==> src/rtl/dac_serial_pkg.sv <==
package dac_serial_pkg;

  // serial word layout, msb first
  localparam int WORD_BITS = 24;
  localparam int DATA_BITS = 16;
  localparam int RW_BIT    = 23;
  localparam int REG_MSB   = 21;
  localparam int REG_LSB   = 19;
  localparam int ADDR_MSB  = 18;
  localparam int ADDR_LSB  = 16;

  // register select and channel address codes
  localparam logic [2:0] REG_DAC   = 3'h0;
  localparam logic [2:0] ADDR_A    = 3'h0;
  localparam logic [2:0] ADDR_B    = 3'h2;
  localparam logic [2:0] ADDR_BOTH = 3'h4;

  // codes
  localparam logic [15:0] CODE_ZERO = 16'h0000;
  localparam logic [15:0] CODE_HALF = 16'h8000;

  // falling serial clock edges per frame, and the saturation point
  localparam logic [4:0] EDGE_TARGET = 5'h18;
  localparam logic [4:0] EDGE_LIMIT  = 5'h19;

  // pin vector positions
  localparam int PIN_FS    = 0;
  localparam int PIN_SCLK  = 1;
  localparam int PIN_SDI   = 2;
  localparam int PIN_LOAD  = 3;
  localparam int PIN_CLEAR = 4;
  localparam int PIN_COUNT = 5;
  localparam logic [4:0] PIN_IDLE = 5'h1b;

  // serial clock ceiling against the sampling clock
  localparam int SCLK_MAX_MHZ = 30;
  localparam int CLK_MHZ      = 250;
  localparam int SCLK_MIN_CYCLES = CLK_MHZ / SCLK_MAX_MHZ;

endpackage

==> src/rtl/dual_dac_serial_load_interface.sv <==
// Behaviour
// while frame sync is low, shift one input bit per falling serial clock edge
// rising frame sync ends the frame and captures the word into the addressed register
// host holds serial input stable at each falling serial clock edge
// serial clock runs no faster than 30 MHz
// load strobe low: addressed output register updates at frame sync rise
// load strobe high during write: input register only, output waits for strobe fall
// load strobe fall moves pending values of both channels to outputs together
// clear low forces registers to zero-scale or midscale by user setting
// serial output bit changes on rising serial clock edges
// receiver samples serial output on the falling serial clock edge
// bipolar: format pin high offset binary, low twos complement; unipolar straight
// 0x8000 straight or 0x0000 twos complement is the bipolar zero code
// 0x0000 straight or 0x8000 twos complement is the zero-scale code
// 24-bit word msb first: rw, one zero bit, three select, three address, sixteen data
// exactly 24 falling edges per frame, otherwise the frame is discarded
// power-on reset loads all converter registers with 0x0000
// clear acts at once, independent of serial clock, over any pending update
`timescale 1ns/1ps
`default_nettype none

module dual_dac_serial_load_interface (
  input  wire logic        clk,
  input  wire logic        sys_rst,
  input  wire logic        frame_sync_n,
  input  wire logic        serial_clk,
  input  wire logic        serial_in_line,
  input  wire logic        load_outputs_n,
  input  wire logic        clear_registers_n,
  input  wire logic        code_format_select,
  input  wire logic        clear_to_midscale,
  input  wire logic        bipolar_range,
  output logic             serial_out_line,
  output logic [15:0]      dac_a_code,
  output logic [15:0]      dac_b_code,
  output logic [15:0]      dac_a_level,
  output logic [15:0]      dac_b_level,
  output logic             frame_done,
  output logic             frame_error
);

  // each serial clock period must outlast the synchroniser and the edge detector
  if (dac_serial_pkg::SCLK_MIN_CYCLES < 4) begin : g_rate_check
    $error("sampling clock too slow for the serial clock ceiling");
  end

  // raw code to offset-binary level for the analog string
  function automatic logic [15:0] to_level(input logic [15:0] code, input logic bip,
                                           input logic fmt);
    if (bip && !fmt) begin
      to_level = {~code[15], code[14:0]};
    end else begin
      to_level = code;
    end
  endfunction

  // clear target as a raw code in the active format
  function automatic logic [15:0] clear_code(input logic mid, input logic bip,
                                             input logic fmt);
    logic twos;
    twos = bip && !fmt;
    if (mid) begin
      clear_code = twos ? dac_serial_pkg::CODE_ZERO : dac_serial_pkg::CODE_HALF;
    end else begin
      clear_code = twos ? dac_serial_pkg::CODE_HALF : dac_serial_pkg::CODE_ZERO;
    end
  endfunction

  localparam int NP = dac_serial_pkg::PIN_COUNT;

  // pin synchronisers: a change counts once stages two and three agree
  logic [NP-1:0] s1_reg, s2_reg, s3_reg, pin_reg;
  logic [NP-1:0] s1_next, s2_next, s3_next, pin_next;

  always_comb begin
    s1_next = {clear_registers_n, load_outputs_n, serial_in_line, serial_clk, frame_sync_n};
    s2_next = s1_reg;
    s3_next = s2_reg;
    for (int i = 0; i < NP; i++) begin
      pin_next[i] = (s2_reg[i] == s3_reg[i]) ? s3_reg[i] : pin_reg[i];
    end
  end

  always_ff @(posedge clk or posedge sys_rst) begin
    if (sys_rst) begin
      s1_reg  <= dac_serial_pkg::PIN_IDLE;
      s2_reg  <= dac_serial_pkg::PIN_IDLE;
      s3_reg  <= dac_serial_pkg::PIN_IDLE;
      pin_reg <= dac_serial_pkg::PIN_IDLE;
    end else begin
      s1_reg  <= s1_next;
      s2_reg  <= s2_next;
      s3_reg  <= s3_next;
      pin_reg <= pin_next;
    end
  end

  logic fs_fall, fs_rise, sclk_fall, sclk_rise, load_fall, clear_low, in_frame;

  always_comb begin
    fs_fall   = pin_reg[dac_serial_pkg::PIN_FS] && !pin_next[dac_serial_pkg::PIN_FS];
    fs_rise   = !pin_reg[dac_serial_pkg::PIN_FS] && pin_next[dac_serial_pkg::PIN_FS];
    sclk_fall = pin_reg[dac_serial_pkg::PIN_SCLK] && !pin_next[dac_serial_pkg::PIN_SCLK];
    sclk_rise = !pin_reg[dac_serial_pkg::PIN_SCLK] && pin_next[dac_serial_pkg::PIN_SCLK];
    load_fall = pin_reg[dac_serial_pkg::PIN_LOAD] && !pin_next[dac_serial_pkg::PIN_LOAD];
    clear_low = !pin_next[dac_serial_pkg::PIN_CLEAR];
    in_frame  = !pin_reg[dac_serial_pkg::PIN_FS];
  end

  // serial engine and converter registers
  logic [23:0] shift_reg, shift_next;
  logic [4:0]  edges_reg, edges_next;
  logic [15:0] in_a_reg, in_a_next, in_b_reg, in_b_next;
  logic [15:0] out_a_reg, out_a_next, out_b_reg, out_b_next;
  logic [15:0] lvl_a_reg, lvl_a_next, lvl_b_reg, lvl_b_next;
  logic        pend_reg, pend_next, sout_reg, sout_next;
  logic        done_reg, done_next, err_reg, err_next;
  logic        wr_a, wr_b, word_ok;
  logic [2:0]  sel, addr;
  logic [15:0] clear_val;

  always_comb begin
    shift_next = shift_reg;
    edges_next = edges_reg;
    in_a_next  = in_a_reg;
    in_b_next  = in_b_reg;
    out_a_next = out_a_reg;
    out_b_next = out_b_reg;
    pend_next  = pend_reg;
    sout_next  = sout_reg;
    done_next  = 1'b0;
    err_next   = 1'b0;
    sel        = shift_reg[dac_serial_pkg::REG_MSB:dac_serial_pkg::REG_LSB];
    addr       = shift_reg[dac_serial_pkg::ADDR_MSB:dac_serial_pkg::ADDR_LSB];
    word_ok    = (edges_reg == dac_serial_pkg::EDGE_TARGET);
    wr_a       = 1'b0;
    wr_b       = 1'b0;
    clear_val  = clear_code(clear_to_midscale, bipolar_range, code_format_select);

    if (fs_fall) begin
      edges_next = 5'h00;
      sout_next  = shift_reg[dac_serial_pkg::WORD_BITS-1];
    end else if (in_frame && sclk_fall) begin
      // msb first, so the oldest bit leaves at the top
      shift_next = {shift_reg[22:0], pin_reg[dac_serial_pkg::PIN_SDI]};
      if (edges_reg != dac_serial_pkg::EDGE_LIMIT) begin
        edges_next = edges_reg + 5'h01;
      end
    end else if (in_frame && sclk_rise) begin
      sout_next = shift_reg[dac_serial_pkg::WORD_BITS-1];
    end

    if (fs_rise) begin
      done_next = word_ok;
      err_next  = !word_ok;
      if (word_ok && sel == dac_serial_pkg::REG_DAC) begin
        if (shift_reg[dac_serial_pkg::RW_BIT]) begin
          // readback word goes out in the next frame
          shift_next = {8'h00, (addr == dac_serial_pkg::ADDR_B) ? out_b_reg : out_a_reg};
        end else begin
          wr_a = (addr == dac_serial_pkg::ADDR_A) || (addr == dac_serial_pkg::ADDR_BOTH);
          wr_b = (addr == dac_serial_pkg::ADDR_B) || (addr == dac_serial_pkg::ADDR_BOTH);
        end
      end
    end

    if (wr_a) begin
      in_a_next = shift_reg[15:0];
    end
    if (wr_b) begin
      in_b_next = shift_reg[15:0];
    end
    if (wr_a || wr_b) begin
      if (!pin_reg[dac_serial_pkg::PIN_LOAD]) begin
        if (wr_a) begin
          out_a_next = shift_reg[15:0];
        end
        if (wr_b) begin
          out_b_next = shift_reg[15:0];
        end
      end else begin
        pend_next = 1'b1;
      end
    end

    // with nothing pending the input registers already match the outputs
    if (load_fall && pend_next) begin
      out_a_next = in_a_next;
      out_b_next = in_b_next;
      pend_next  = 1'b0;
    end

    // clear overrides any update landing in the same cycle
    if (clear_low) begin
      in_a_next  = clear_val;
      in_b_next  = clear_val;
      out_a_next = clear_val;
      out_b_next = clear_val;
      pend_next  = 1'b0;
    end

    lvl_a_next = to_level(out_a_next, bipolar_range, code_format_select);
    lvl_b_next = to_level(out_b_next, bipolar_range, code_format_select);
  end

  always_ff @(posedge clk or posedge sys_rst) begin
    if (sys_rst) begin
      shift_reg <= 24'h000000;
      edges_reg <= 5'h00;
      in_a_reg  <= dac_serial_pkg::CODE_ZERO;
      in_b_reg  <= dac_serial_pkg::CODE_ZERO;
      out_a_reg <= dac_serial_pkg::CODE_ZERO;
      out_b_reg <= dac_serial_pkg::CODE_ZERO;
      lvl_a_reg <= dac_serial_pkg::CODE_ZERO;
      lvl_b_reg <= dac_serial_pkg::CODE_ZERO;
      pend_reg  <= 1'b0;
      sout_reg  <= 1'b0;
      done_reg  <= 1'b0;
      err_reg   <= 1'b0;
    end else begin
      shift_reg <= shift_next;
      edges_reg <= edges_next;
      in_a_reg  <= in_a_next;
      in_b_reg  <= in_b_next;
      out_a_reg <= out_a_next;
      out_b_reg <= out_b_next;
      lvl_a_reg <= lvl_a_next;
      lvl_b_reg <= lvl_b_next;
      pend_reg  <= pend_next;
      sout_reg  <= sout_next;
      done_reg  <= done_next;
      err_reg   <= err_next;
    end
  end

  assign serial_out_line = sout_reg;
  assign dac_a_code      = out_a_reg;
  assign dac_b_code      = out_b_reg;
  assign dac_a_level     = lvl_a_reg;
  assign dac_b_level     = lvl_b_reg;
  assign frame_done      = done_reg;
  assign frame_error     = err_reg;

endmodule // dual_dac_serial_load_interface

`default_nettype wire

==> config.mk <==
export PLATFORM = sky130hd
export DESIGN_NAME = dual_dac_serial_load_interface
export DESIGN_NICKNAME = d
export VERILOG_FILES = /design/src/rtl/dac_serial_pkg.sv /design/src/rtl/dual_dac_serial_load_interface.sv
export SDC_FILE = /design/constraint.sdc
export NUM_CORES = 1
export LEC_CHECK = 0
export ABC_AREA = 1
export BUFFER_PORTS_ARGS = -buffer_cell sky130_fd_sc_hd__buf_2
export CAP_MARGIN = 10
export CORE_AREA = 3 3 117 175
export DETAILED_ROUTE_END_ITERATION = 10
export DIE_AREA = 0 0 120 178
export PLACE_DENSITY_LB_ADDON = 0.1
export SETUP_SLACK_MARGIN = 0.4
export SYNTH_ARGS = -nofsm -noshare
export SYNTH_HDL_FRONTEND = slang
export SYNTH_SLANG_ARGS = --single-unit
==> constraint.sdc <==
create_clock -name clk -period 10 [get_ports clk]
set_input_delay 1 -clock clk [delete_from_list [all_inputs] [get_ports clk]]
set_output_delay 1 -clock clk [all_outputs]
set_load 0.01 [all_outputs]
; ---- Word-level counts from Yosys, hierarchy flattened
; Index checks and enable logic that the tools add are counted.
; Widths: inputs -> output; s select.
[word_totals]
ff_bits = 149
[op_classes]
addsub = 1
n_eq_ne = 10
mux = 47
bitwise = 2
n_reduce_logical = 27
[ops]
columns = op, n
row1 = $mux 16, 20
row2 = $mux 24, 5
row3 = $mux 1, 19
row4 = $mux 5, 3
row5 = $logic_and 1x1->1, 10
row6 = $logic_not 1->1, 7
row7 = $logic_not 3->1, 2
row8 = $reduce_bool 2->1, 3
row9 = $add 5x1->5 const B, 1
row10 = $eq 1x1->1, 5
row11 = $eq 5x5->1 const B, 1
row12 = $ne 5x5->1 const B, 1
row13 = $reduce_and 2->1, 2
row14 = $eq 3x2->1 const B, 1
row15 = $eq 3x3->1 const B, 1
row16 = $logic_or 1x1->1, 3
row17 = $ne 2x2->1 const B, 1
row18 = $not 1->1, 2

; ---- Logic depth before layout (Yosys ltp)
[logic_depth]
word_depth = 12
mapped_depth = 13
ltp_nobuf = 13

; ---- Least setup slack after synthesis
; No wires, ideal clock.
[synth_timing]
path_type = in2reg
from = in bipolar_range
to = reg lvl_b_reg[15] (netlist: dac_b_level[15])
arrival_ns = 2.082
t_required_ns = 9.883
slack_ns = 7.802
cell_stages = 12
n_path_buf = 0
cell_sequence = inv_1 > nor2_1 > inv_1 > or2_2 > a21oi_1 > inv_1 > nand2_1 > inv_1 > nand2_1 > nand2_1 > nand2_1 > nand2_1
[synth_between]
elab_chain_len = 6
[synth_rtl]
columns = element, line
row1 = "start, declared", dual_dac_serial_load_interface.sv:32  ; input wire logic bipolar_range,
row2 = $logic_and 1x1->1 (*), "dual_dac_serial_load_interface.sv:50, dual_dac_serial_load_interface.sv:61"
row3 = $mux 16 (on tied branches), "dual_dac_serial_load_interface.sv:65, dual_dac_serial_load_interface.sv:63"
row4 = $mux 16, dual_dac_serial_load_interface.sv:62  ; if (mid) begin
row5 = $mux 16, dual_dac_serial_load_interface.sv:194  ; if (clear_low) begin
row6 = $not 1->1, dual_dac_serial_load_interface.sv:51  ; to_level = {~code[15], code[14:0]};
row7 = $mux 16 (*), dual_dac_serial_load_interface.sv:50  ; if (bip && !fmt) begin
row8 = named net lvl_b_next[15], dual_dac_serial_load_interface.sv:115  ; logic [15:0] lvl_a_reg, lvl_a_next, lvl_b_reg, lvl_b_next;
row9 = "end signal, assigned", dual_dac_serial_load_interface.sv:215  ; lvl_b_reg <= dac_serial_pkg::CODE_ZERO;
row10 = "end signal, assigned", dual_dac_serial_load_interface.sv:228  ; lvl_b_reg <= lvl_b_next;
row11 = "end, declared", dual_dac_serial_load_interface.sv:115
; The timed path passes the listed nets; every way through them passes the cells marked *.
; A chain may end at the register's enable or synchronous reset.

; ---- Worst setup path after layout
[layout_timing]
from = reg pin_reg[0]
to = reg lvl_b_reg[14] (netlist: dac_b_level[14])
[layout_between]
elab_chain_len = 9
[layout_rtl]
columns = element, line
row1 = "start, declared", dual_dac_serial_load_interface.sv:72  ; logic [NP-1:0] s1_reg, s2_reg, s3_reg, pin_reg;
row2 = "start signal, assigned", dual_dac_serial_load_interface.sv:89  ; pin_reg <= dac_serial_pkg::PIN_IDLE;
row3 = "start signal, assigned", dual_dac_serial_load_interface.sv:94  ; pin_reg <= pin_next;
row4 = $mux 1 or $logic_not 1->1 (tied branches), "dual_dac_serial_load_interface.sv:80, dual_dac_serial_load_interface.sv:102"
row5 = $logic_and 1x1->1 (*), dual_dac_serial_load_interface.sv:102  ; fs_rise = !pin_reg[dac_serial_pkg::PIN_FS] && pin_next[dac_serial_pkg::PIN_FS];
row6 = $mux 1, dual_dac_serial_load_interface.sv:153  ; if (fs_rise) begin
row7 = $mux 16 or $logic_or 1x1->1 (tied branches), "dual_dac_serial_load_interface.sv:178, dual_dac_serial_load_interface.sv:173"
row8 = $mux 16 or $mux 1 (tied branches), "dual_dac_serial_load_interface.sv:174, dual_dac_serial_load_interface.sv:173"
row9 = $mux 16 or $logic_and 1x1->1 (tied branches), "dual_dac_serial_load_interface.sv:173, dual_dac_serial_load_interface.sv:187"
row10 = $mux 16 (*), dual_dac_serial_load_interface.sv:187  ; if (load_fall && pend_next) begin
row11 = $mux 16 (*), dual_dac_serial_load_interface.sv:194
row12 = $mux 16 (*), dual_dac_serial_load_interface.sv:50
; Every way passes the cells marked *; elsewhere a longest branch is shown, timed or not.

==> run summary <==
Routed Antenna Nets: 0
kind of critical path: flop to flop
GRT Overall Usage: 0.154
gpl congestion: 0.752
postcts setup bufs: 0
fin crit period: 2670 ps
Fill cells: 2,016
first-pass GRT wire length: 25,000 um
clock-pin transition on the worst setup and hold timing paths: 50 ps
Pleak: 3.30 nW
DRC errors left: 0
share of cells above drive strength 1: 0.245
Post-Route WL: 15,600 um
CP cell instances: inv_1 -> nand3_1 -> inv_1 -> nand3_4 -> nand2_1 -> nand2_2 -> nand3_4 -> inv_2 -> nand2_1 -> nand3_1 -> nand2_1
cell row count: 62
port buffer count: 76
Post-CTS Resized: 0
placed cells: 930
ranking of synthesized cells by area: dfrtp_1 45%, nand2_1 9.1%, dfstp_2 7.4%
RSZ-0062 raised after global routing: no
H-Tree Depth: 4
largest net degree at the start of global routing: 81
clock buffer count from CTS: 17
Synth cell types: 36
GRT overflow: 0
max incr delay on CP: 770 ps
fmax: 375 MHz
Design Area, Final: 6670 um2
final worst slack: 7330 ps
max-cap violations: 0
crit path capture type: flop
ANT cells: 0
via count: 4,445
worst hold stages: 0
initial core utilization: 0.296
Startpoint Class: flop
area delta synth->final: 17.4%
Area after DPL: 6060 um2
vias in the first global route: 4,565
CTS sink count: 119
worst-path fanout max: 23
clock tree buffer depth: 2
Die ar.: 21,400 um2
die height: 178 um
Synth Area per Inst: 8.71 um2
Worst Tran Pin Value: 1120 ps
vias per cell: 4.62
Pwr Density: 196 nW/um2
setup TNS: 0 ps
Yosys top cell area share: 0.454
fin nets: 706
post-synthesis sequential area ratio: 0.528
Final Cycle Share: 0.267
# setup viols final: 0
clk root buf: clkbuf_16
cell mode on critical path: nand2_1
First-pass DRT Iterations: 4
First DRT Iteration DRCs: 241
initial antenna violation count: 0
post-DP HPWL: 9940 um
Worst VDD drop: 0.0901 mV
final clock skew: 9.41 ps
wire per inst: 16.2 um
Hold Fails Final Rpt: 0
register bit total from synthesis: 119
CTS tree: done
Post-Syn Nets: 665
post-place setup slack: 7300 ps
outcome: complete, no violations
Post-Synthesis Cells: 652
final number of max-transition violations: 0
reg2reg path depth: 11
fin util: 0.348
CTS Hold Buffers Added: 0
worst hold path type: flop to flop
Layout Cells excl Fill: 962
Slowest-stage cell, CP: dfstp_2
relative slew slack: 0.255
Die W: 120 um
synthesized cell area: 5680 um2
clock latency on the worst-skew pair: 420 ps
synth warn: 0
post-synth top area cell: dfrtp_1
max FFs per register: 24
required time worst endpoint: 10,300 ps
# IOs: 77
core footprint: 19,200 um2
WP data arrival: 2970 ps
==> cells in the mapped netlist (all sizes together) <==
master and n:
clkbuf 23, buf 36, or2 1, nor3 17, dfstp 16, dfrtp 103, a21oi 32, nand3b 1
nor2 80, nand2 149, nand3 29, a31oi 16, mux2 16, inv 58, nand4 2, clkinv 1
ha 3, maj3 3, o21ai 61, o211ai 5
==> critical path, delay by kind of cell, from the launching register on <==
kind                   cells  cell delay (ps)
AND/OR/NAND/NOR            8             1100
flip-flops                 1              770
buffers and inverters      3              690
==> layout make-up <==
cell class              count  area (um2)  area share
flip-flops and latches    119        3000       0.450
multi-input cells         415        2100       0.315
clock buffers              25         515      0.0773
repair buffers             81         418      0.0627
well taps                 256         320      0.0480
inverters                  59         224      0.0336
clock inverters             7        90.1      0.0135
==> cells by family (layout without fill, tap and decap cells) <==
kind of cell / Yosys count / in the layout / synth area share
simple gates: 279 / 279 / 0.219
flops: 119 / 119 / 0.528
buf+inv: 118 / 172 / 0.102
compound gates: 114 / 114 / 0.107
mux: 16 / 16 / 0.0317
fa+ha+maj: 6 / 6 / 0.0119
==> metrics by stage <==
step                total power [mW]  hold WS (ps)
floorplan                      0.650           331
CTS                             1.33           347
global placement               0.694           334
detailed placement             0.695           335
global route                    1.37           356
finish                          1.31           346
==> placed cells by master (no fill, tap or decap) <==
cell        Yosys  final
maj3_1          3      3
inv_2           4      4
nor2_4          1      1
nand4_1         1      1
buf_2           4     76
buf_4          30      5
nor2_2          2      3
nand2_2        11     11
dfstp_2        16     16
nand4_4         1      1
nand3_4         2      2
nand3_1        26     26
nor3_2          1      1
o21ai_1         4      4
clkbuf_16       0     17
inv_4           0      1
clkinv_1        1      1
a21oi_1        31     31
bufinv_16       0      2
or2_2           1      1
nand2_4         1      1
mux2_2         16     16
nor2_8          2      2
o211ai_1        5      5
nand3b_1        1      1
clkinv_2        0      3
clkinvlp_4      0      2
nor3_1         16     16
a31oi_1        16     16
dfrtp_1       103    103
a21oi_2         1      1
inv_1          54     53
ha_1            3      3
clkbuf_1       22      2
clkbuf_8        0      6
nand2_1       137    137
o21ai_0        57     57
nor2_1         75     74
nand3_2         1      1
==> report_power, final <==
part	internal [mW]	total, mW	switching, mW
Sequential	0.520	0.550	0.0302
Combinational	0.0420	0.134	0.0919
Clock	0.405	0.622	0.217
==> routing by layer <==
metal  GRT usage  vias up  part of all wire
met5           0        -                 0
met4      0.0578        0             0.017
met3      0.0324       17             0.030
met2       0.278       93              0.54
met1       0.178     2172              0.42
li1            -     2163                 -
==> path summary, 6_finish.rpt <==
kind | startpoint | to | slack, ps
setup / recovery | pin_reg[0] | dac_b_level[14] | 7330
hold / removal | s1_reg[2] | s2_reg[2] | 350
setup reg to reg | pin_reg[0] | dac_b_level[14] | 7330
hold reg to reg | s1_reg[2] | s2_reg[2] | 350
max in group asynchronous | sys_rst | dac_b_level[4] | 7910
min in group asynchronous | sys_rst | in_b_reg[13] | 640
Note: power is estimated with default switching activity, not from simulation.
